[config.mk]
export PLATFORM = sky130hd
export DESIGN_NAME = fbsmc_mode_config
export DESIGN_NICKNAME = d
export VERILOG_FILES = /design/src/fbsmc_pkg.sv /design/src/fbsmc_mode_config.sv
export SDC_FILE = /design/constraint.sdc
export NUM_CORES = 1
export LEC_CHECK = 0
export BUFFER_PORTS_ARGS = -buffer_cell sky130_fd_sc_hd__buf_2
export CORE_ASPECT_RATIO = 0.8
export CORE_MARGIN = 4
export CORE_UTILIZATION = 59
export DETAILED_ROUTE_END_ITERATION = 12
export HOLD_SLACK_MARGIN = 0.05
export PLACE_DENSITY = 0.91
export SETUP_SLACK_MARGIN = 0.02
export SLEW_MARGIN = 5
export SYNTH_ARGS = -nofsm -noshare
export SYNTH_HDL_FRONTEND = slang
export SYNTH_SLANG_ARGS = --single-unit
[constraint.sdc]
create_clock -name sys_clk -period 7.35 [get_ports sys_clk]
set_clock_uncertainty 0.2 [all_clocks]
set_input_delay 1.47 -clock sys_clk [delete_from_list [all_inputs] [get_ports sys_clk]]
set_output_delay 1.47 -clock sys_clk [all_outputs]
set_load 0.005 [all_outputs]
[src/fbsmc_pkg.sv]
// fbsmc_pkg: constants, register map and state types of the mode configuration block
// assumes a 25 MHz sys_clk and a 32-bit Avalon-MM slave port with byte addresses
// Notes on behaviour
// - ready advance clear: ready only when read data valid or write data taken
// - ready advance set: ready comes one clock cycle earlier than default
// - synchronised-output mode supported only while sync capability field is one
// - input-latching freeze mode supported only while freeze capability field is one
// - protocol enable field one enables protocol and sets up all service points
// - after end of interrupt, output held inactive at least 1 us or 1 ms
// - user tick interrupt every 1 ms, or every 10 ms with timebase set
// - watchdog test field zero keeps the watchdog in normal functional mode
// - direct parameter buffer field one stores parameter data in special buffer
// - fail-safe clear field one accepts data telegrams with zero data length
package fbsmc_pkg;

  localparam int CLK_PERIOD_NS = 40;

  // register byte offsets
  localparam logic [4:0] OFS_CFG = 5'h00;
  localparam logic [4:0] OFS_CTRL = 5'h04;
  localparam logic [4:0] OFS_STAT = 5'h08;
  localparam logic [4:0] OFS_MASK = 5'h0C;

  // control command bits (write), status bits of the control word (read)
  localparam int CTRL_START = 0;
  localparam int CTRL_EOI = 1;
  localparam int CTRL_OFFLINE = 2;

  // interrupt status and mask layout
  localparam int IRQ_W = 2;
  localparam int IRQ_TICK = 0;
  localparam int IRQ_REFUSED = 1;
  localparam logic [IRQ_W-1:0] MASK_RST = 2'h0;

  // configuration word: writable bits and reset value
  localparam logic [15:0] CFG_WR_MASK = 16'h3FFF;
  localparam logic [15:0] CFG_RST = 16'h0000;

  // wait cycles before ready, counted from the first sampled request edge
  localparam logic [1:0] LAT_NORMAL = 2'h2;
  localparam logic [1:0] LAT_EARLY = 2'h1;

  // times as printed, then cycle counts
  localparam int REL_SHORT_NS = 1000;
  localparam int REL_LONG_US = 1000;
  localparam int TICK_SHORT_US = 1000;
  localparam int TICK_LONG_US = 10000;
  localparam int REL_SHORT_CYC = (REL_SHORT_NS + CLK_PERIOD_NS - 1) / CLK_PERIOD_NS;
  localparam int REL_LONG_CYC = (REL_LONG_US * 1000 + CLK_PERIOD_NS - 1) / CLK_PERIOD_NS;
  localparam int TICK_SHORT_CYC = (TICK_SHORT_US * 1000) / CLK_PERIOD_NS;
  localparam int TICK_LONG_CYC = (TICK_LONG_US * 1000) / CLK_PERIOD_NS;
  localparam int REL_W = 15;
  localparam int TICK_W = 18;

  typedef struct packed {
    logic [1:0] reserved;
    logic failSafeClear;
    logic directParamBuf;
    logic watchdogTestSelect;
    logic userTimebase;
    logic irqReleaseTimebase;
    logic slaveProtocolEnable;
    logic freezeSupported;
    logic syncSupported;
    logic readyAdvance;
    logic [4:0] lowerFields;
  } fbsmc_cfg_t;

  typedef struct packed {
    fbsmc_cfg_t cfg;
    logic online;
    logic [IRQ_W-1:0] irqStat;
    logic [IRQ_W-1:0] irqMask;
    logic waitReq;
    logic [1:0] cnt;
    logic [31:0] rdata;
    logic [TICK_W-1:0] tickCnt;
    logic tickPulse;
    logic [REL_W-1:0] relCnt;
    logic irq;
  } fbsmc_state_t;

  localparam fbsmc_state_t STATE_RST = '{waitReq: 1'b1, default: '0};

endpackage

[src/fbsmc_mode_config.sv]
// fbsmc_mode_config: mode configuration register, bus ready timing, tick and interrupt
// assumes an Avalon-MM master on sys_clk that holds each request until waitrequest is low
`timescale 1ns/10ps
module fbsmc_mode_config #(
  parameter int REL_LONG_CYC = fbsmc_pkg::REL_LONG_CYC,
  parameter int TICK_SHORT_CYC = fbsmc_pkg::TICK_SHORT_CYC,
  parameter int TICK_LONG_CYC = fbsmc_pkg::TICK_LONG_CYC
) (
  // clock, reset, enable
  input wire logic sys_clk,
  input wire logic rst,
  input wire logic ce,
  // avalon-mm slave
  input wire logic [4:0] avs_address,
  input wire logic avs_read,
  input wire logic avs_write,
  input wire logic [31:0] avs_writedata,
  input wire logic [3:0] avs_byteenable,
  output logic [31:0] avs_readdata,
  output logic avs_waitrequest,
  // mode fields and device state
  output fbsmc_pkg::fbsmc_cfg_t modeCfg,
  output logic protocolServicePoints,
  output logic online,
  output logic userTick,
  output logic irq
);

  if (REL_LONG_CYC < fbsmc_pkg::REL_SHORT_CYC || REL_LONG_CYC >= 2 ** fbsmc_pkg::REL_W)
  begin : g_bad_rel
    $error("release count does not fit its counter");
  end
  if (TICK_SHORT_CYC < 2 || TICK_SHORT_CYC > 2 ** fbsmc_pkg::TICK_W
      || TICK_LONG_CYC < 2 || TICK_LONG_CYC > 2 ** fbsmc_pkg::TICK_W)
  begin : g_bad_tick
    $error("tick period does not fit its counter");
  end

  localparam logic [fbsmc_pkg::REL_W-1:0] REL_S = fbsmc_pkg::REL_W'(fbsmc_pkg::REL_SHORT_CYC);
  localparam logic [fbsmc_pkg::REL_W-1:0] REL_L = fbsmc_pkg::REL_W'(REL_LONG_CYC);
  localparam logic [fbsmc_pkg::TICK_W-1:0] TICK_S = fbsmc_pkg::TICK_W'(TICK_SHORT_CYC - 1);
  localparam logic [fbsmc_pkg::TICK_W-1:0] TICK_L = fbsmc_pkg::TICK_W'(TICK_LONG_CYC - 1);

  fbsmc_pkg::fbsmc_state_t st_ff;
  fbsmc_pkg::fbsmc_state_t nxt_st;

  logic req;
  logic wrAcc;
  logic [31:0] wrMask;
  logic [31:0] rdValue;
  logic [1:0] lastWait;
  logic [fbsmc_pkg::TICK_W-1:0] tickLast;
  logic tickEv;
  logic refusedEv;
  logic [fbsmc_pkg::IRQ_W-1:0] irqClr;
  logic [fbsmc_pkg::IRQ_W-1:0] irqSet;

  // byte enables widened to a bit mask
  function automatic logic [31:0] laneMask(input logic [3:0] be);
    laneMask = {{8{be[3]}}, {8{be[2]}}, {8{be[1]}}, {8{be[0]}}};
  endfunction

  // merge write data into an old word under a bit mask
  function automatic logic [31:0] mergeWord(input logic [31:0] old, input logic [31:0] wd,
                                            input logic [31:0] m);
    mergeWord = (old & ~m) | (wd & m);
  endfunction

  assign req = avs_read | avs_write;
  // a write takes effect only at the edge where the master sees waitrequest low
  assign wrAcc = avs_write & ~st_ff.waitReq;
  assign wrMask = laneMask(avs_byteenable);
  assign lastWait = (st_ff.cfg.readyAdvance ? fbsmc_pkg::LAT_EARLY
                                            : fbsmc_pkg::LAT_NORMAL) - 2'h1;
  assign tickLast = st_ff.cfg.userTimebase ? TICK_L : TICK_S;

  // read mux: unmapped words read as zero
  always_comb begin
    unique case (avs_address[4:2])
      fbsmc_pkg::OFS_CFG[4:2]: rdValue = {16'h0000, 16'(st_ff.cfg) & fbsmc_pkg::CFG_WR_MASK};
      fbsmc_pkg::OFS_CTRL[4:2]: rdValue = {30'h0, st_ff.relCnt != '0, st_ff.online};
      fbsmc_pkg::OFS_STAT[4:2]: rdValue = {30'h0, st_ff.irqStat};
      fbsmc_pkg::OFS_MASK[4:2]: rdValue = {30'h0, st_ff.irqMask};
      default: rdValue = 32'h0000_0000;
    endcase
  end

  always_comb begin
    nxt_st = st_ff;
    nxt_st.tickPulse = 1'b0;
    tickEv = 1'b0;
    refusedEv = 1'b0;
    irqClr = '0;

    // bus handshake: waitrequest drops after lastWait+1 sampled request edges
    if (req && st_ff.waitReq) begin
      if (st_ff.cnt == lastWait) begin
        nxt_st.waitReq = 1'b0;
        nxt_st.rdata = rdValue;
      end else begin
        nxt_st.cnt = st_ff.cnt + 2'h1;
      end
    end else begin
      nxt_st.waitReq = 1'b1;
      nxt_st.cnt = 2'h0;
    end

    // release hold counts down
    if (st_ff.relCnt != '0) begin
      nxt_st.relCnt = st_ff.relCnt - fbsmc_pkg::REL_W'(1);
    end

    // register writes
    if (wrAcc) begin
      unique case (avs_address[4:2])
        fbsmc_pkg::OFS_CFG[4:2]: begin
          if (!st_ff.online) begin
            nxt_st.cfg = fbsmc_pkg::fbsmc_cfg_t'(16'(mergeWord({16'h0000, 16'(st_ff.cfg)},
              avs_writedata, wrMask)) & fbsmc_pkg::CFG_WR_MASK);
          end else begin
            refusedEv = 1'b1;
          end
        end
        fbsmc_pkg::OFS_CTRL[4:2]: begin
          if (avs_byteenable[0]) begin
            if (avs_writedata[fbsmc_pkg::CTRL_EOI]) begin
              nxt_st.relCnt = st_ff.cfg.irqReleaseTimebase ? REL_L : REL_S;
            end
            // going offline wins over a start in the same write
            if (avs_writedata[fbsmc_pkg::CTRL_OFFLINE]) begin
              nxt_st.online = 1'b0;
            end else if (avs_writedata[fbsmc_pkg::CTRL_START]) begin
              nxt_st.online = 1'b1;
            end
          end
        end
        fbsmc_pkg::OFS_STAT[4:2]: begin
          irqClr = avs_writedata[fbsmc_pkg::IRQ_W-1:0] & wrMask[fbsmc_pkg::IRQ_W-1:0];
        end
        fbsmc_pkg::OFS_MASK[4:2]: begin
          nxt_st.irqMask = fbsmc_pkg::IRQ_W'(mergeWord({30'h0, st_ff.irqMask},
                                                       avs_writedata, wrMask));
        end
        default: begin
        end
      endcase
    end

    // user tick, only while online
    if (!st_ff.online) begin
      nxt_st.tickCnt = '0;
    end else if (st_ff.tickCnt >= tickLast) begin
      nxt_st.tickCnt = '0;
      tickEv = 1'b1;
      nxt_st.tickPulse = 1'b1;
    end else begin
      nxt_st.tickCnt = st_ff.tickCnt + fbsmc_pkg::TICK_W'(1);
    end

    // sticky status: a new event wins over the clear
    irqSet = '0;
    irqSet[fbsmc_pkg::IRQ_TICK] = tickEv;
    irqSet[fbsmc_pkg::IRQ_REFUSED] = refusedEv;
    nxt_st.irqStat = (st_ff.irqStat & ~irqClr) | irqSet;

    // interrupt forced inactive while the release hold runs
    nxt_st.irq = (|(nxt_st.irqStat & nxt_st.irqMask)) && (nxt_st.relCnt == '0);
  end

  always_ff @(posedge sys_clk or posedge rst) begin
    if (rst) begin
      st_ff <= fbsmc_pkg::STATE_RST;
    end else if (ce) begin
      st_ff <= nxt_st;
    end
  end

  assign avs_readdata = st_ff.rdata;
  assign avs_waitrequest = st_ff.waitReq;
  assign modeCfg = st_ff.cfg;
  assign protocolServicePoints = st_ff.cfg.slaveProtocolEnable;
  assign online = st_ff.online;
  assign userTick = st_ff.tickPulse;
  assign irq = st_ff.irq;

  logic reqStart;
  logic cfgWr;
  logic eoiWr;
  assign reqStart = req && st_ff.waitReq && (st_ff.cnt == 2'h0);
  assign cfgWr = wrAcc && (avs_address[4:2] == fbsmc_pkg::OFS_CFG[4:2]);
  assign eoiWr = wrAcc && (avs_address[4:2] == fbsmc_pkg::OFS_CTRL[4:2])
                 && avs_byteenable[0] && avs_writedata[fbsmc_pkg::CTRL_EOI];
  logic tickClr;
  // write-one-to-clear of the tick status bit
  assign tickClr = wrAcc && (avs_address[4:2] == fbsmc_pkg::OFS_STAT[4:2])
                   && avs_byteenable[0] && avs_writedata[fbsmc_pkg::IRQ_TICK];
endmodule // fbsmc_mode_config

==> results.sh <==
export IMPL_hold_class="flip-flop to flip-flop"
export IMPL_crit_required_ps=7410
export IMPL_clock_power_share_pct=27.0
export IMPL_power_density_nw_per_um2=244.8
export IMPL_finalSetupTns_ps=0
export IMPL_gp_congestion=0.9394
export IMPL_cap_violations=0
export IMPL_hold_viol=0
export IMPL_crit_chain="buf_2 > clkinv_1 > nor3_1 > nand2_1 > a22o_1"
export IMPL_die_y_um=84.58
export IMPL_pwr_share_seq_pct=47.6
export IMPL_dp_hpwl_mm=6.717
export IMPL_grtUsageTotal_pct=22.43
export IMPL_synthXorXnorAreaFrac_pct=0.8100
export IMPL_post_cts_hold_buffer_count=0
export IMPL_critPathKind="input port to flip-flop"
export IMPL_run_status="completed"
export IMPL_wl_per_cell_um=16.45
export IMPL_leakage_nw=2.141
export IMPL_rows=27
export IMPL_start_util_pct=61.85
export IMPL_ys_warn_count=0
export IMPL_crit_fanout=41
export IMPL_drt_initial_drc_count=357
export IMPL_ys_ff_latch=71
export IMPL_synth_area_mux_share_pct=6.161
export IMPL_cpPeakStageDelay_ps=730
export IMPL_num_vias=3617
export IMPL_synth_edf_count=0
export IMPL_clock_latency_ps=360
export IMPL_ctsResizeCount=0
export IMPL_synth_most_common_cell="dfrtp_1"
export IMPL_p_switching_uw=407.6
export IMPL_fin_nets=547
export IMPL_drive_gt1_share_pct=21.17
export IMPL_clkSinkCount=71
export IMPL_wirelength_mm=9.589
export IMPL_swShare_pct=36.71
export IMPL_rsz0062_at_grt="no"
export IMPL_async_reset_ff_share_pct=100.0
export IMPL_die_w_um=103.7
export IMPL_pre_cts_slack_ps=2779
export IMPL_fin_ws_ps=3171
export IMPL_clk_pin_slew_worst_paths_ps=90
export IMPL_area_delta_synth_final_pct=4.889
export IMPL_synth_simple_area_share_pct=18.51
export IMPL_drv_slew=0
export IMPL_avgSynthCellArea_um2=9.164
export IMPL_grt_pass1_vias=3521
export IMPL_die_area_um2=8773
export IMPL_stdcell_count=583
export IMPL_ir_worst_vdd_uv=109.2
export IMPL_netlist_area_um2=4325
export IMPL_cts_tree="built"
export IMPL_grt_antenna_before_repair=0
export IMPL_seq_area_frac_synth_pct=41.11
export IMPL_startpoint_type="input port"
export IMPL_synth_top_family_by_area="simple AND/OR/NAND/NOR gates"
export IMPL_r2r_end="st_ff[22]"
export IMPL_worstMarginPinSlew_ps=879.9
export IMPL_synth_top_cells_by_count="dfrtp_1 (70), nand2_1 (62), o21ai_0 (52)"
export IMPL_final_fill_count=552
export IMPL_combPwrFrac_pct=25.4
export IMPL_worstHoldStart="avs_readdata[5]"
export IMPL_first_pass_iters=5
export IMPL_synth_main_ff_cell="dfrtp_1"
export IMPL_drc_errors=0
export IMPL_core_region_area_um2=6993
export IMPL_r2r_slack_ps=4130
export IMPL_setup_violations_final=0
export IMPL_htreeDepth=3
export IMPL_r2r_cells=9
export IMPL_ant_nets=0
export IMPL_synth_compound_area_share_pct=18.31
export IMPL_vias_per_cell=6.204
export IMPL_slew_limit_headroom_pct=41.34
export IMPL_post_cts_buffers=0
export IMPL_synthTopCellsByArea="dfrtp_1 (40%), buf_4 (8.3%), o21ai_0 (6.0%)"
export IMPL_port_buffers=56
export IMPL_yosys_area_top_type_share_pct=40.50
export IMPL_fin_crit_sh_pct=56.86
export IMPL_ys_types=60
export IMPL_total_power_mw=1.110
export IMPL_cp_end_kind="flip-flop"
export IMPL_cpMaxStageDelayCell="clkinv_1"
export IMPL_grt_pass1_wl_mm=16.33
export IMPL_n_antenna_cell=0
export IMPL_cts_root_buf="clkbuf_8"
export IMPL_max_freq_mhz=239.3
export IMPL_clk_path_buf_depth=2
export IMPL_synth_cells=472
export IMPL_synth_area_leader_cell="dfrtp_1"
export IMPL_grt_max_degree=72
export IMPL_io_pins=99
export IMPL_synth_fa_ha_area_share_pct=2.893
export IMPL_grt_overflow=0
export IMPL_critPathArrivalTime_ps=4240
export IMPL_numCtsBuffers=9
export IMPL_dp_cells=567
export IMPL_p_int_uw=702.8
export IMPL_min_to="avs_readdata[5]"
export IMPL_layout_min_cycle_time_ps=4179
export IMPL_hold_depth=2
[worst max-delay path by stage]
| stage | startpoint | endpoint | slack, ps | cells after the start |
|---|---|---|---|---|
| after CTS | ce | avs_readdata[1] | 3190 | 5 |
| after global routing | ce | avs_readdata[11] | 2940 | 6 |
| after global placement | ce | avs_readdata[1] | 2930 | 5 |
| final | ce | avs_readdata[1] | 3170 | 5 |
| after floorplan | rst | asynchronous set/reset pin | 3890 | 1 |
| after detailed placement | ce | avs_readdata[1] | 2780 | 5 |
[cells by family (layout without fill, tap and decap cells)]
logic type	after synthesis	in the layout
AO/OA/AOI/OAI	121	121
flip-flops	71	71
XOR/XNOR	4	4
multiplexers	22	22
buffers and inverters	87	92
AND/OR/NAND/NOR	156	156
adder cells (fa/ha/maj)	10	10
other	1	20
[cell type report]
cell class / count / area [um^2] / area share, %
Clock buffer: 9 / 123.9 / 2.730
Clock inverter: 7 / 61.31 / 1.351
Inverter: 16 / 60.06 / 1.324
Multi-Input combinational cell: 333 / 2095 / 46.17
Sequential cell: 71 / 1778 / 39.19
Tap cell: 87 / 108.9 / 2.399
Timing Repair Buffer: 60 / 310.3 / 6.840
[critical path, delay by kind of cell]
family | cells | cell delay [ps]
AOI/OAI and AO/OA | 1 | 400
buffers and inverters | 2 | 1280
and+or+nand+nor | 2 | 1070
[power groups by stage]
stage	Sequential [mW]	Combinational [mW]	Clock, mW
5_1_grt	0.540	0.312	0.324
6_report	0.529	0.282	0.300
2_1_floorplan	0.505	0.260	0
3_5_place_dp	0.533	0.279	0
4_1_cts	0.526	0.279	0.307
3_3_place_gp	0.528	0.267	0
[routing by layer]
metal | vias up | track usage (%) | part of all wire (%)
met1 | 1715 | 28.36 | 43
met2 | 189 | 37.00 | 46
met4 | 0 | 7.729 | 1.7
li1 | 1690 | - | -
met3 | 23 | 6.764 | 8.7
met5 | - | 0 | 0
[cell usage in the layout, fill, tap and decap left out, types with 4 or more instances in the layout]
cell type / count
dfrtp_1: 70
nand2_1: 62
buf_2: 56
o21ai_0: 52
conb_1: 20
mux2_2: 17
nor2_1: 16
inv_1: 14
a21oi_1: 13
nand3_1: 12
nor3_1: 11
ha_1: 10
nor4_1: 9
o41ai_1: 9
clkbuf_8: 9
o31ai_1: 8
and3_1: 8
nand4_1: 7
a21o_1: 7
a22o_1: 7
or3_1: 6
or4_1: 5
buf_4: 4
[metrics by stage]
stage | util [%] | area, um^2 | hold WS (ps)
2_1_floorplan | - | 4397 | 251.0
6_report | 64.88 | 4537 | 283.4
4_1_cts | 64.88 | 4537 | 286.4
5_1_grt | 64.88 | 4537 | 312.1
3_3_place_gp | 62.23 | 4352 | 258.9
3_5_place_dp | 62.23 | 4352 | 265.4
(Power assumes the default switching activity.)
